<file path="config.mk">
export PLATFORM = sky130hd
export DESIGN_NAME = operand_bus_access_sequencer
export DESIGN_NICKNAME = d
export VERILOG_FILES = /design/src/inc/opseq_pkg.sv /design/src/logic/operand_extend.sv /design/src/logic/write_lanes.sv /design/src/logic/operand_bus_access_sequencer.sv
export SDC_FILE = /design/constraint.sdc
export NUM_CORES = 1
export LEC_CHECK = 0
export ABC_CLOCK_PERIOD_IN_PS = 6500
export BUFFER_PORTS_ARGS = -buffer_cell sky130_fd_sc_hd__buf_2
export CORE_MARGIN = 2
export CORE_UTILIZATION = 62
export CTS_BUF_LIST = sky130_fd_sc_hd__clkbuf_4
export DETAILED_ROUTE_END_ITERATION = 10
export PLACE_DENSITY = 0.84
export SLEW_MARGIN = 15
export SYNTH_ARGS = -nofsm -noshare
export SYNTH_HDL_FRONTEND = slang
export SYNTH_SLANG_ARGS = --single-unit
export TNS_END_PERCENT = 5
</file>
<file path="constraint.sdc">
create_clock -name clk -period 6.5 [get_ports clk]
set_input_delay 1.95 -clock clk [delete_from_list [all_inputs] [get_ports clk]]
set_output_delay 1.95 -clock clk [all_outputs]
set_load 0.05 [all_outputs]
</file>
<file path="src/inc/opseq_pkg.sv">
// shared constants and types for the operand bus access sequencer
package opseq_pkg;

   // transfer and operand sizes, coded as a count of bytes
   localparam logic [2:0] XFER_PROBE = 3'h0;
   localparam logic [2:0] XFER_BYTE  = 3'h1;
   localparam logic [2:0] XFER_HALF  = 3'h2;
   localparam logic [2:0] XFER_THREE = 3'h3;
   localparam logic [2:0] XFER_WORD  = 3'h4;

   // bytes a port carries from an aligned offset
   localparam logic [2:0] PORT32_BYTES = 3'h4;
   localparam logic [2:0] PORT16_BYTES = 3'h2;

   // lane and width figures
   localparam int unsigned BYTE_BITS = 8;
   localparam int unsigned LANES     = 4;

   // reset values, and the offset of the first byte of a word
   localparam logic [31:0] WORD_RST = 32'h0000_0000;
   localparam logic [2:0]  CNT_RST  = 3'h0;
   localparam logic [1:0]  OFF_WORD = 2'h0;

   typedef enum logic [1:0] {
      ST_IDLE   = 2'b00,
      ST_ISSUE  = 2'b01,
      ST_WAIT   = 2'b10,
      ST_FINISH = 2'b11
   } seq_state_t;

   // order of the pieces of one operand
   typedef enum logic [1:0] {
      PH_PROBE = 2'b00,
      PH_NEXT  = 2'b01,
      PH_ORIG  = 2'b10,
      PH_ONLY  = 2'b11
   } seq_phase_t;

endpackage : opseq_pkg

</file>
<file path="src/logic/operand_extend.sv">
// widens a fetched byte or halfword operand to a full 32-bit value
`timescale 1ns/100ps
module operand_extend (
   input  wire logic [31:0] raw,
   input  wire logic [2:0]  opnd_size,
   input  wire logic        sgn,
   output logic      [31:0] value
);

   always_comb begin
      case (opnd_size)
         opseq_pkg::XFER_BYTE: begin
            if (sgn) begin
               value = {{24{raw[7]}}, raw[7:0]};
            end else begin
               value = {24'h00_0000, raw[7:0]};
            end
         end
         opseq_pkg::XFER_HALF: begin
            if (sgn) begin
               value = {{16{raw[15]}}, raw[15:0]};
            end else begin
               value = {16'h0000, raw[15:0]};
            end
         end
         default: begin
            value = raw;
         end
      endcase
   end

endmodule : operand_extend

</file>
<file path="src/logic/write_lanes.sv">
// places operand bytes on the four write lanes, with replication
`timescale 1ns/100ps
module write_lanes (
   input  wire logic [31:0] data,
   input  wire logic [2:0]  opnd_size,
   input  wire logic [2:0]  pos,
   input  wire logic [2:0]  cnt,
   input  wire logic [1:0]  off,
   output logic      [31:0] lanes
);

   // operand byte i counted from the most significant byte;
   // bits above the operand size are never picked
   function automatic logic [7:0] opnd_byte(input logic [31:0] d,
                                             input logic [2:0]  sz,
                                             input logic [2:0]  i);
      logic [31:0] sh;
      sh = d >> (8 * (32'(sz) - 32'(i) - 32'd1));
      return sh[7:0];
   endfunction : opnd_byte

   // byte driven on lane j when the lane is active
   function automatic logic [7:0] active_byte(input logic [1:0] j);
      return opnd_byte(data, opnd_size, 3'(pos + {1'b0, j} - {1'b0, off}));
   endfunction : active_byte

   genvar j;
   generate
      for (j = 0; j < opseq_pkg::LANES; j++) begin : g_lane
         localparam logic [1:0] LJ = 2'(j);
         logic in_range;
         assign in_range = ({1'b0, LJ} >= {1'b0, off}) &&
                           ({1'b0, LJ} < 3'({1'b0, off} + cnt));
         always_comb begin
            if (cnt == opseq_pkg::XFER_BYTE) begin
               lanes[31-8*j -: 8] = active_byte(off);
            end else if (cnt == opseq_pkg::XFER_HALF && !off[0]) begin
               // mirror onto the other halfword so a 16-bit port sees it
               lanes[31-8*j -: 8] = active_byte({off[1], LJ[0]});
            end else if (in_range) begin
               lanes[31-8*j -: 8] = active_byte(LJ);
            end else begin
               // undefined lanes: driven low
               lanes[31-8*j -: 8] = 8'h00;
            end
         end
      end
   endgenerate

endmodule : write_lanes

</file>
<file path="src/logic/operand_bus_access_sequencer.sv">
// sequences operand reads and writes into bus transactions
`timescale 1ns/100ps
module operand_bus_access_sequencer (
   input  wire logic        clk,
   input  wire logic        nrst,
   input  wire logic        ce,
   // operand request side
   input  wire logic        op_req,
   input  wire logic        op_write,
   input  wire logic        op_signed,
   input  wire logic [2:0]  op_size,
   input  wire logic [31:0] op_addr,
   input  wire logic [31:0] op_wdata,
   input  wire logic        unaligned_enable,
   input  wire logic        virtual_mode,
   output logic             op_busy,
   output logic             op_done,
   output logic             op_fault,
   output logic      [31:0] op_rdata,
   // external bus side
   output logic             bus_req,
   output logic      [31:0] bus_addr,
   output logic      [2:0]  transfer_size,
   output logic             bus_write,
   output logic      [31:0] bus_wdata,
   input  wire logic        bus_ack,
   input  wire logic        bus_port16,
   input  wire logic [31:0] bus_rdata
);

   ////////////////////////////////////////////////////////////////////////////////
   // state

   typedef struct packed {
      opseq_pkg::seq_state_t st;
      opseq_pkg::seq_phase_t ph;
      logic                  write;
      logic                  sgn;
      logic [2:0]            osize;
      logic [31:0]           oaddr;
      logic [31:0]           wdata;
      logic [31:0]           addr;
      logic [2:0]            rem;
      logic [2:0]            pos;
      logic                  port16;
      logic [31:0]           acc;
      logic                  busy;
      logic                  done;
      logic                  fault;
      logic [31:0]           rdata;
      logic                  req;
      logic [31:0]           baddr;
      logic [2:0]            bsize;
      logic                  bwrite;
      logic [31:0]           bwdata;
   } seq_regs_t;

   seq_regs_t s_r;
   seq_regs_t s_nxt;

   logic [31:0] lanes;
   logic [31:0] ext_value;
   logic [2:0]  issue_cnt;
   logic [2:0]  taken_cnt;
   logic        misaligned;
   logic        crossing;

   ////////////////////////////////////////////////////////////////////////////////
   // helpers

   // bytes one transaction moves: bounded by what remains and by the
   // end of the word (32-bit port) or halfword (16-bit port)
   function automatic logic [2:0] xfer_count(input logic [2:0] rem,
                                              input logic [1:0] off,
                                              input logic       p16);
      logic [2:0] lim;
      if (p16) begin
         lim = 3'(opseq_pkg::PORT16_BYTES - {2'b00, off[0]});
      end else begin
         lim = 3'(opseq_pkg::PORT32_BYTES - {1'b0, off});
      end
      return (rem < lim) ? rem : lim;
   endfunction : xfer_count

   // read lane of the i-th byte of a transaction at offset off
   function automatic logic [7:0] read_byte(input logic [31:0] d,
                                             input logic [1:0]  off,
                                             input logic        p16,
                                             input logic [2:0]  i);
      logic [2:0]  lane;
      logic [31:0] sh;
      // a 16-bit port answers on the upper half only
      lane = p16 ? 3'({2'b00, off[0]} + i) : 3'({1'b0, off} + i);
      sh   = d >> (8 * (32'd3 - 32'(lane)));
      return sh[7:0];
   endfunction : read_byte

   // the first piece of an operand is always sized for a 32-bit port;
   // a narrow acknowledge only shrinks what that piece really moved
   assign issue_cnt  = xfer_count(s_r.rem, s_r.addr[1:0], s_r.port16);
   assign taken_cnt  = xfer_count(s_r.bsize, s_r.addr[1:0], s_r.port16 | bus_port16);
   // only halfwords and words have an alignment boundary
   assign misaligned = ((op_size == opseq_pkg::XFER_HALF) && op_addr[0]) ||
                       ((op_size == opseq_pkg::XFER_WORD) && (op_addr[1:0] != 2'h0));
   // the operand runs past the last byte of its word
   assign crossing   = (4'({2'b00, op_addr[1:0]}) + {1'b0, op_size}) > 4'h4;

   write_lanes u_lanes (
      .data      (s_r.wdata),
      .opnd_size (s_r.osize),
      .pos       (s_r.pos),
      .cnt       (issue_cnt),
      .off       (s_r.addr[1:0]),
      .lanes     (lanes)
   );

   operand_extend u_extend (
      .raw       (s_r.acc),
      .opnd_size (s_r.osize),
      .sgn       (s_r.sgn),
      .value     (ext_value)
   );

   ////////////////////////////////////////////////////////////////////////////////
   // sequencing

   always_comb begin
      s_nxt      = s_r;
      s_nxt.done  = 1'b0;
      s_nxt.fault = 1'b0;
      case (s_r.st)
         opseq_pkg::ST_IDLE: begin
            if (op_req) begin
               s_nxt.write  = op_write;
               s_nxt.sgn    = op_signed;
               s_nxt.osize  = op_size;
               s_nxt.oaddr  = op_addr;
               s_nxt.wdata  = op_wdata;
               s_nxt.addr   = op_addr;
               s_nxt.rem    = op_size;
               s_nxt.pos    = opseq_pkg::CNT_RST;
               s_nxt.port16 = 1'b0;
               s_nxt.acc    = opseq_pkg::WORD_RST;
               if (misaligned && !unaligned_enable) begin
                  // no bus cycle at all: the fault is reported instead
                  s_nxt.fault = 1'b1;
                  s_nxt.done  = 1'b1;
               end else begin
                  s_nxt.busy = 1'b1;
                  s_nxt.st   = opseq_pkg::ST_ISSUE;
                  if (op_write && virtual_mode && crossing) begin
                     // probe first so a fault on either word leaves memory untouched
                     s_nxt.ph = opseq_pkg::PH_PROBE;
                  end else begin
                     s_nxt.ph = opseq_pkg::PH_ONLY;
                  end
               end
            end
         end
         opseq_pkg::ST_ISSUE: begin
            s_nxt.req    = 1'b1;
            s_nxt.bwrite = s_r.write;
            s_nxt.baddr  = s_r.addr;
            if (s_r.ph == opseq_pkg::PH_PROBE) begin
               // a probe carries no data, so its lanes stay low
               s_nxt.bsize  = opseq_pkg::XFER_PROBE;
               s_nxt.bwdata = opseq_pkg::WORD_RST;
            end else begin
               s_nxt.bsize  = issue_cnt;
               s_nxt.bwdata = s_r.write ? lanes : opseq_pkg::WORD_RST;
            end
            s_nxt.st = opseq_pkg::ST_WAIT;
         end
         opseq_pkg::ST_WAIT: begin
            if (bus_ack) begin
               s_nxt.req    = 1'b0;
               s_nxt.port16 = s_r.port16 | bus_port16;
               s_nxt.st     = opseq_pkg::ST_ISSUE;
               if (s_r.ph == opseq_pkg::PH_PROBE) begin
                  // part lying in the next word goes out first
                  s_nxt.ph   = opseq_pkg::PH_NEXT;
                  s_nxt.addr = {s_r.oaddr[31:2] + 30'h1, opseq_pkg::OFF_WORD};
                  s_nxt.pos  = 3'(opseq_pkg::PORT32_BYTES - {1'b0, s_r.oaddr[1:0]});
                  s_nxt.rem  = 3'({1'b0, s_r.oaddr[1:0]} + s_r.osize
                                  - opseq_pkg::PORT32_BYTES);
               end else begin
                  if (!s_r.write) begin
                     // bytes arrive in address order, most significant first
                     for (int i = 0; i < opseq_pkg::LANES; i++) begin
                        if (3'(i) < taken_cnt) begin
                           s_nxt.acc = {s_nxt.acc[23:0],
                                        read_byte(bus_rdata, s_r.addr[1:0],
                                                  s_r.port16 | bus_port16, 3'(i))};
                        end
                     end
                  end
                  // a 16-bit port may take fewer bytes than were offered; the
                  // leftover goes out again from the first byte it did not take
                  s_nxt.addr = s_r.addr + {29'h0000_0000, taken_cnt};
                  s_nxt.pos  = 3'(s_r.pos + taken_cnt);
                  s_nxt.rem  = 3'(s_r.rem - taken_cnt);
                  if (s_r.rem == taken_cnt) begin
                     if (s_r.ph == opseq_pkg::PH_NEXT) begin
                        // then the part in the original word
                        s_nxt.ph   = opseq_pkg::PH_ORIG;
                        s_nxt.addr = s_r.oaddr;
                        s_nxt.pos  = opseq_pkg::CNT_RST;
                        s_nxt.rem  = 3'(opseq_pkg::PORT32_BYTES
                                        - {1'b0, s_r.oaddr[1:0]});
                     end else begin
                        s_nxt.st = opseq_pkg::ST_FINISH;
                     end
                  end
               end
            end
         end
         opseq_pkg::ST_FINISH: begin
            // costs a cycle per operand but keeps the extender off the ack path
            // writes leave the read value untouched
            if (!s_r.write) begin
               s_nxt.rdata = ext_value;
            end
            s_nxt.done = 1'b1;
            s_nxt.busy = 1'b0;
            s_nxt.st   = opseq_pkg::ST_IDLE;
         end
         default: begin
            s_nxt.st   = opseq_pkg::ST_IDLE;
            s_nxt.req  = 1'b0;
            s_nxt.busy = 1'b0;
         end
      endcase
   end

   ////////////////////////////////////////////////////////////////////////////////
   // registers

   always_ff @(posedge clk or negedge nrst) begin
      if (!nrst) begin
         s_r <= '{st:     opseq_pkg::ST_IDLE,
                  ph:     opseq_pkg::PH_ONLY,
                  write:  1'b0,
                  sgn:    1'b0,
                  osize:  opseq_pkg::CNT_RST,
                  oaddr:  opseq_pkg::WORD_RST,
                  wdata:  opseq_pkg::WORD_RST,
                  addr:   opseq_pkg::WORD_RST,
                  rem:    opseq_pkg::CNT_RST,
                  pos:    opseq_pkg::CNT_RST,
                  port16: 1'b0,
                  acc:    opseq_pkg::WORD_RST,
                  busy:   1'b0,
                  done:   1'b0,
                  fault:  1'b0,
                  rdata:  opseq_pkg::WORD_RST,
                  req:    1'b0,
                  baddr:  opseq_pkg::WORD_RST,
                  bsize:  opseq_pkg::CNT_RST,
                  bwrite: 1'b0,
                  bwdata: opseq_pkg::WORD_RST};
      end else if (ce) begin
         // a low clock enable holds every field, outputs included
         s_r <= s_nxt;
      end
   end

   ////////////////////////////////////////////////////////////////////////////////
   // outputs, all straight from the state register

   assign op_busy       = s_r.busy;
   assign op_done       = s_r.done;
   assign op_fault      = s_r.fault;
   assign op_rdata      = s_r.rdata;
   assign bus_req       = s_r.req;
   assign bus_addr      = s_r.baddr;
   assign transfer_size = s_r.bsize;
   assign bus_write     = s_r.bwrite;
   assign bus_wdata     = s_r.bwdata;

endmodule : operand_bus_access_sequencer

</file>
# Word level (Yosys, flattened, before mapping)

Index checks and enable logic that the tools add are counted.
Widths: inputs -> output; s select.

Flip-flop bits (word level): 248
Bits of input ports: 109

Equality and inequality tests: 19
Bitwise gates (word level): 2
$lt $le $gt $ge: 14
Shifts and indexed selects: 11
Add/sub/neg operators: 48
Reduce and logical (&&, ||, !) cells: 28
Mux-type cells: 54

Operators with widths:

| kind                  | number |
|---|---|
| $shr 32x32->8         | 11 |
| $mux 32               | 10 |
| $sub 29x1->29 const B | 6 |
| $mux 147              | 1 |
| $pmux 71 s2           | 1 |
| $mux 38               | 3 |
| $mux 8                | 12 |
| $mux 71               | 1 |
| $pmux 32 s2           | 1 |
| $add 32x3->32         | 1 |
| $add 30x1->30 const B | 1 |
| $sub 3x3->4           | 7 |
| $mux 3                | 8 |
| $sub 3x2->3           | 7 |
| $mux 2                | 7 |
| $reduce_and 7->1      | 2 |
| $lt 1x3->1 const A    | 4 |
| $lt 2x3->1 const A    | 4 |
| $mux 4                | 3 |
| $reduce_and 4->1      | 3 |
| $sub 2x3->4 const A   | 3 |
| $ne 2x2->1 const B    | 5 |
| $add 3x2->3           | 3 |
| $eq 3x2->1 const B    | 3 |
| other kinds (40)      | 69 |

# Logic depth before layout (Yosys ltp)

Depth in word-level cells: 13
Depth in mapped cells: 23
Depth with buffers taken out: 19

# Modules after synthesis

From an unflattened synthesis, not the netlist that was laid out.

Cell total of the unflattened synthesis: 1788
Area, all modules: 17899.7 sq um

Modules (own cells, without submodules):

| module                       | instances | seq. area each (sq um) | cells each | area an instance (sq um) |
|---|---|---|---|---|
| operand_bus_access_sequencer | 1         | 6208.5                 | 1420       | 14303.7 |
| write_lanes                  | 1         | 0.0                    | 324        | 3246.9 |
| operand_extend               | 1         | 0.0                    | 44         | 349.1 |

# Worst setup path before layout

OpenSTA, ideal clock, no wires.

Kind: input port to flip-flop
Start point: in bus_port16
End point: reg s_r[167] (netlist bit)
Setup slack: 0.584 ns
Stages on the path: 19
Path buffers: 2
Required time: 6.379 ns
Arrival time: 5.795 ns
Cells stage by stage: or3b_1 > buf_6 > o21ai_2 > inv_1 > ha_1 > o21a_1 > o21ai_0 > nand2_1 > inv_2 > clkbuf_1 > ha_1 > inv_1 > fa_1 > nor2b_1 > o211ai_1 > nor4_4 > nand2_1 > a31o_2 > a22o_1

Word-level cells in the longest chain between the ends: 10

RTL lines:

| what                 | line                                | source |
|---|---|---|
| from (decl)          | operand_bus_access_sequencer.sv:27  | `input wire logic bus_port16,` |
| $or 1x1->1 *         | operand_bus_access_sequencer.sv:101 | `assign taken_cnt = xfer_count(s_r.bsize, s_r.addr[1:0], s_r.port16 \| bus_port16);` |
| $mux 3 *             | operand_bus_access_sequencer.sv:77  | `if (p16) begin` |
| $lt 3x3->1           | operand_bus_access_sequencer.sv:82  | `return (rem < lim) ? rem : lim;` |
| $mux 3 *             | operand_bus_access_sequencer.sv:82  |  |
| $add 32x3->32        | operand_bus_access_sequencer.sv:199 | `s_nxt.addr = s_r.addr + {29'h0000_0000, taken_cnt};` |
| $mux 38              | operand_bus_access_sequencer.sv:203 | `if (s_r.ph == opseq_pkg::PH_NEXT) begin` |
| $mux 38 *            | operand_bus_access_sequencer.sv:202 | `if (s_r.rem == taken_cnt) begin` |
| $mux 38 *            | operand_bus_access_sequencer.sv:179 | `if (s_r.ph == opseq_pkg::PH_PROBE) begin` |
| $mux 71 *            | operand_bus_access_sequencer.sv:175 | `if (bus_ack) begin` |
| $pmux 71 s2 *        | operand_bus_access_sequencer.sv:131 | `case (s_r.st)` |
| to (signal assigned) | operand_bus_access_sequencer.sv:240 | `s_r <= '{st: opseq_pkg::ST_IDLE,` |
| to (signal assigned) | operand_bus_access_sequencer.sv:263 | `s_r <= s_nxt;` |
| to (decl)            | operand_bus_access_sequencer.sv:58  | `seq_regs_t s_r;` |

Mark *: on every way between the ends. The rest lies on a longest branch, timed or not. The select of a mux whose other input is x is not followed.
A chain may end at the register's enable or synchronous reset.

# Worst setup path after layout

Start point: reg s_r[144] (netlist bit)
End point: reg s_r[167] (netlist bit)

Word-level cells in the longest chain between the ends: 10

RTL lines:

| what          | line                                | source |
|---|---|---|
| $sub 3x2->3   | operand_bus_access_sequencer.sv:80  | `lim = 3'(opseq_pkg::PORT32_BYTES - {1'b0, off});` |
| $mux 3        | operand_bus_access_sequencer.sv:77  |  |
| $lt 3x3->1    | operand_bus_access_sequencer.sv:82  |  |
| $mux 3        | operand_bus_access_sequencer.sv:82  |  |
| $add 32x3->32 | operand_bus_access_sequencer.sv:199 |  |
| $mux 38       | operand_bus_access_sequencer.sv:203 |  |
| $mux 38 *     | operand_bus_access_sequencer.sv:202 |  |
| $mux 38 *     | operand_bus_access_sequencer.sv:179 |  |
| $mux 71 *     | operand_bus_access_sequencer.sv:175 |  |
| $pmux 71 s2 * | operand_bus_access_sequencer.sv:131 |  |

Marks and branches as above.

==> metrics.md <==
| Metric | Value |
|---|---|
| Status | `finished, final reports clean` |
| Met2 wire length | `24400 um` |
| Die area | `about 31000 sq um` |
| Period utilization | `87.9%` |
| Hold_buf cts | `0` |
| Setup WS pre-CTS | `between 0.3 and 0.4 ns` |
| Die extent in x | `176 um` |
| Final setup violation count | `0` |
| Post-Syn Area per Cell | `9.84 sq um` |
| Wire length after detailed routing | `~53000 um` |
| DP Wirelength | `37200 um` |
| RR Startpoint | `s_r[144]$_DFFE_PN0P_` |
| Vias in the first global route | `between 15000 and 20000` |
| Clock Skews | `0.0591 ns` |
| Fillers | `2310` |
| Setup CP Type | `register to register` |
| CP max FO | `29` |
| H-tree levels | `3` |
| Bufs on Longest Clock Path | `3` |
| # DRC | `0` |
| Core area | `29400 sq um` |
| Worst Tran Pin Value | `1.14 ns` |
| Worst Setup End Kind | `register` |
| Starting Density | `62.5%` |
| Wire per inst | `roughly 22 um` |
| Syn_nets | `2080` |
| ANT nets after route | `0` |
| Max layer used | `met4` |
| Top FF cell, synth | `dfrtp_1` |
| Hold endpoint | `op_rdata[16]$_DFFE_PN0P_` |
| Final nets | `2178` |
| Final GP Congestion | `0.962` |
| Number of max-cap violations | `0` |
| Crit Reg-Reg Endpoint | `s_r[167]$_DFFE_PN0P_` |
| Worst path max stage delay | `roughly 0.70 ns` |
| Post-route setup slack | `0.788 ns` |
| Clk root buf | `clkbuf_4` |
| Min-delay worst type | `register to register` |
| Total track usage | `34.2%` |
| FMAX | `175 MHz` |
| CTS resizes | `0` |
| Hold Fails Final Rpt | `0` |
| Register area | `roughly 6200 sq um` |
| Worst R2R Path Depth | `17` |
| WP data required | `7.11 ns` |
| Max_slew headroom | `24.1%` |
| CP bufs+invs | `3` |
| Initial antenna violation count | `7` |
| Vias/cell | `6.65` |
| Post-synthesis register bit count | `248` |
| Setup Buffers After CTS | `0` |
| Slew Limit Fails | `0` |
| Number of flops mapped to enable cells by yosys | `0` |
| Sequential-to-total area share from yosys stat | `33.8%` |
| Hold path cells | `2` |
| Slowest CP cell | `dfrtp_1` |
| YS warnings | `0` |
| IO Port Bufs | `212` |
| Clock insertion delay at the later pin of the skew report | `0.71 ns` |
| Asr flop ratio synth | `between 90% and 100%` |
| Clock transition at path regs | `0.06 ns` |
| Unrepaired setup endpoints after global routing | `false` |
| TritonCTS clock tree | `yes` |
| Via count | `16000` |
| Layout cell share with drive strength beyond 1 | `28.3%` |
| DRT Pass-1 Iters | `6` |
| Worst EP arrival | `6.32 ns` |
| Yosys cell types | `91` |
| FP Rows | `63` |
| CTS Sinks | `248` |
| Critical-path cell list | `inv_1 > ha_1 > or3b_1 > o21ai_2 > inv_1 > ha_1 > nand2_1 > o21ai_1 > mux2_4 > inv_2 > fa_1 > nor2b_1 > o211ai_1 > nor4_4 > nand2_1 > a31o_2 > a22o_1` |
| Syn Inst Count | `1867` |
| Synth Cell Area | `18400 sq um` |
| GRT Residual Overflow | `0` |
| WL met1 | `roughly 21000 um` |
| DRT iter0 DRCs | `1612` |
| Die height | `176 um` |
| Final worst path period need | `between 5 and 6 ns` |
| Met3 WL | `5360 um` |
| Worst hold start | `op_rdata[16]$_DFFE_PN0P_` |
| Syn-to-layout area delta | `7.83%` |
| Largest net degree at the start of global routing | `124` |
| Setup crit start kind | `register` |
| First-pass GRT wire length | `about 84000 um` |
| CTS buffer count | `69` |
| Footprint of the multi-input gates | `10600 sq um` |
| IO Count | `213` |
| R2R Setup Slk | `slightly below 0.8 ns` |
| Delay-heaviest family, CP | `simple AND/OR/NAND/NOR gates` |
| Setup TNS | `0 ns` |
[synthesized netlist by cell type (all sizes together), types with 32 or more instances]
library cell  number  area [sq um]
dfrtp            246          6160
nand2            166           623
buf              135           945
mux2             126          1430
o21ai            125           629
a21oi            110           554
ha                89          1110
inv               87           327
clkbuf            77           290
nor2              68           258
mux4              63          1420
nand3             63           315
o311ai            41           359
mux2i             38           380
nor2b             36           225
xor2              32           280
[worst min-delay path, cell delays in order (launching register included)]
cell and delay, ns:
dfrtp_1 0.34, nand2_1 0.04, o21ai_0 0.05
[worst max path at each step]
| stage | start | to | slack (ns) | cells past startpoint |
|---|---|---|---|---|
| after floorplan | bus_port16 | s_r[167]$_DFFE_PN0P_ | 0.58 | 19 |
| after global placement | bus_port16 | s_r[167]$_DFFE_PN0P_ | 0.43 | 16 |
| after detailed placement | bus_port16 | s_r[167]$_DFFE_PN0P_ | 0.30 | 16 |
| after CTS | s_r[144]$_DFFE_PN0P_ | s_r[167]$_DFFE_PN0P_ | 0.85 | 17 |
| after global routing | s_r[144]$_DFFE_PN0P_ | s_r[167]$_DFFE_PN0P_ | 0.53 | 17 |
| final | s_r[144]$_DFFE_PN0P_ | s_r[167]$_DFFE_PN0P_ | 0.79 | 17 |
[cell usage in the layout, fill, tap and decap left out, drive strengths merged, types with 9 or more instances in the layout]
cell type and instances:
nor2b 36, dfrtp 246, a31oi 17, nor3 23, nor2 68, o311ai 41, ha 89, and3 19
nand2b 14, nand3 63, mux4 63, o21a 9, a22o 9, xor2 32, clkinv 12, o21ai 125
mux2 126, nand2 166, xnor2 17, buf 239, nand4 19, and2 10, a21oi 110, fa 15
mux2i 38, clkbuf 94, o22ai 11, inv 90, a21o 16, a221oi 12, a211oi 22, o221ai 9
[kinds of logic after synthesis]
logic type	count (synthesis)	share of synthesized area, %
simple gates	471	12.9
compound gates	467	16.9
buf+inv	299	8.50
flops	248	33.8
mux	227	17.6
fa+ha+maj	104	7.70
xor+xnor	51	2.58
[through the flow]
stage	hold WS, ns	std cells	util, %	cell area [sq um]
global route	0.502	2403	67.4	19800
floorplan	0.450	1867	-	18400
finish	0.470	2404	67.4	19800
detailed placement	0.463	2284	64.4	18900
CTS	0.479	2396	67.3	19800
global placement	0.458	2284	64.4	18900
[layout make-up]
class                           instances  share of cell area (%)
Clock inverter                         18                   0.771
Clock buffer                           94                    3.56
Multi-Input combinational cell       1320                    53.6
Sequential cell                       248                    31.3
Antenna cell                            8                   0.101
Inverter                               87                    1.65
Timing Repair Buffer                  239                    6.49
Tap cell                              390                    2.46
[state kept, by name (all words and copies together), names as in the netlist]
name,count
op_fault,1
op_busy,1
bus_addr,32
s_r,144
op_done,1
bus_req,1
bus_wdata,32
op_rdata,32
bus_write,1
transfer_size,3
[metal layers]
metal  global-route usage [%]  vias up
li1                         -     7057
met1                     45.5     7780
met2                     53.2      955
met3                     7.45      183
met4                     17.0        0
met5                        0        -
Power is left out: the tool's default activity adds up to more than one toggle a clock period on the data nets, which glitch-free logic cannot reach.
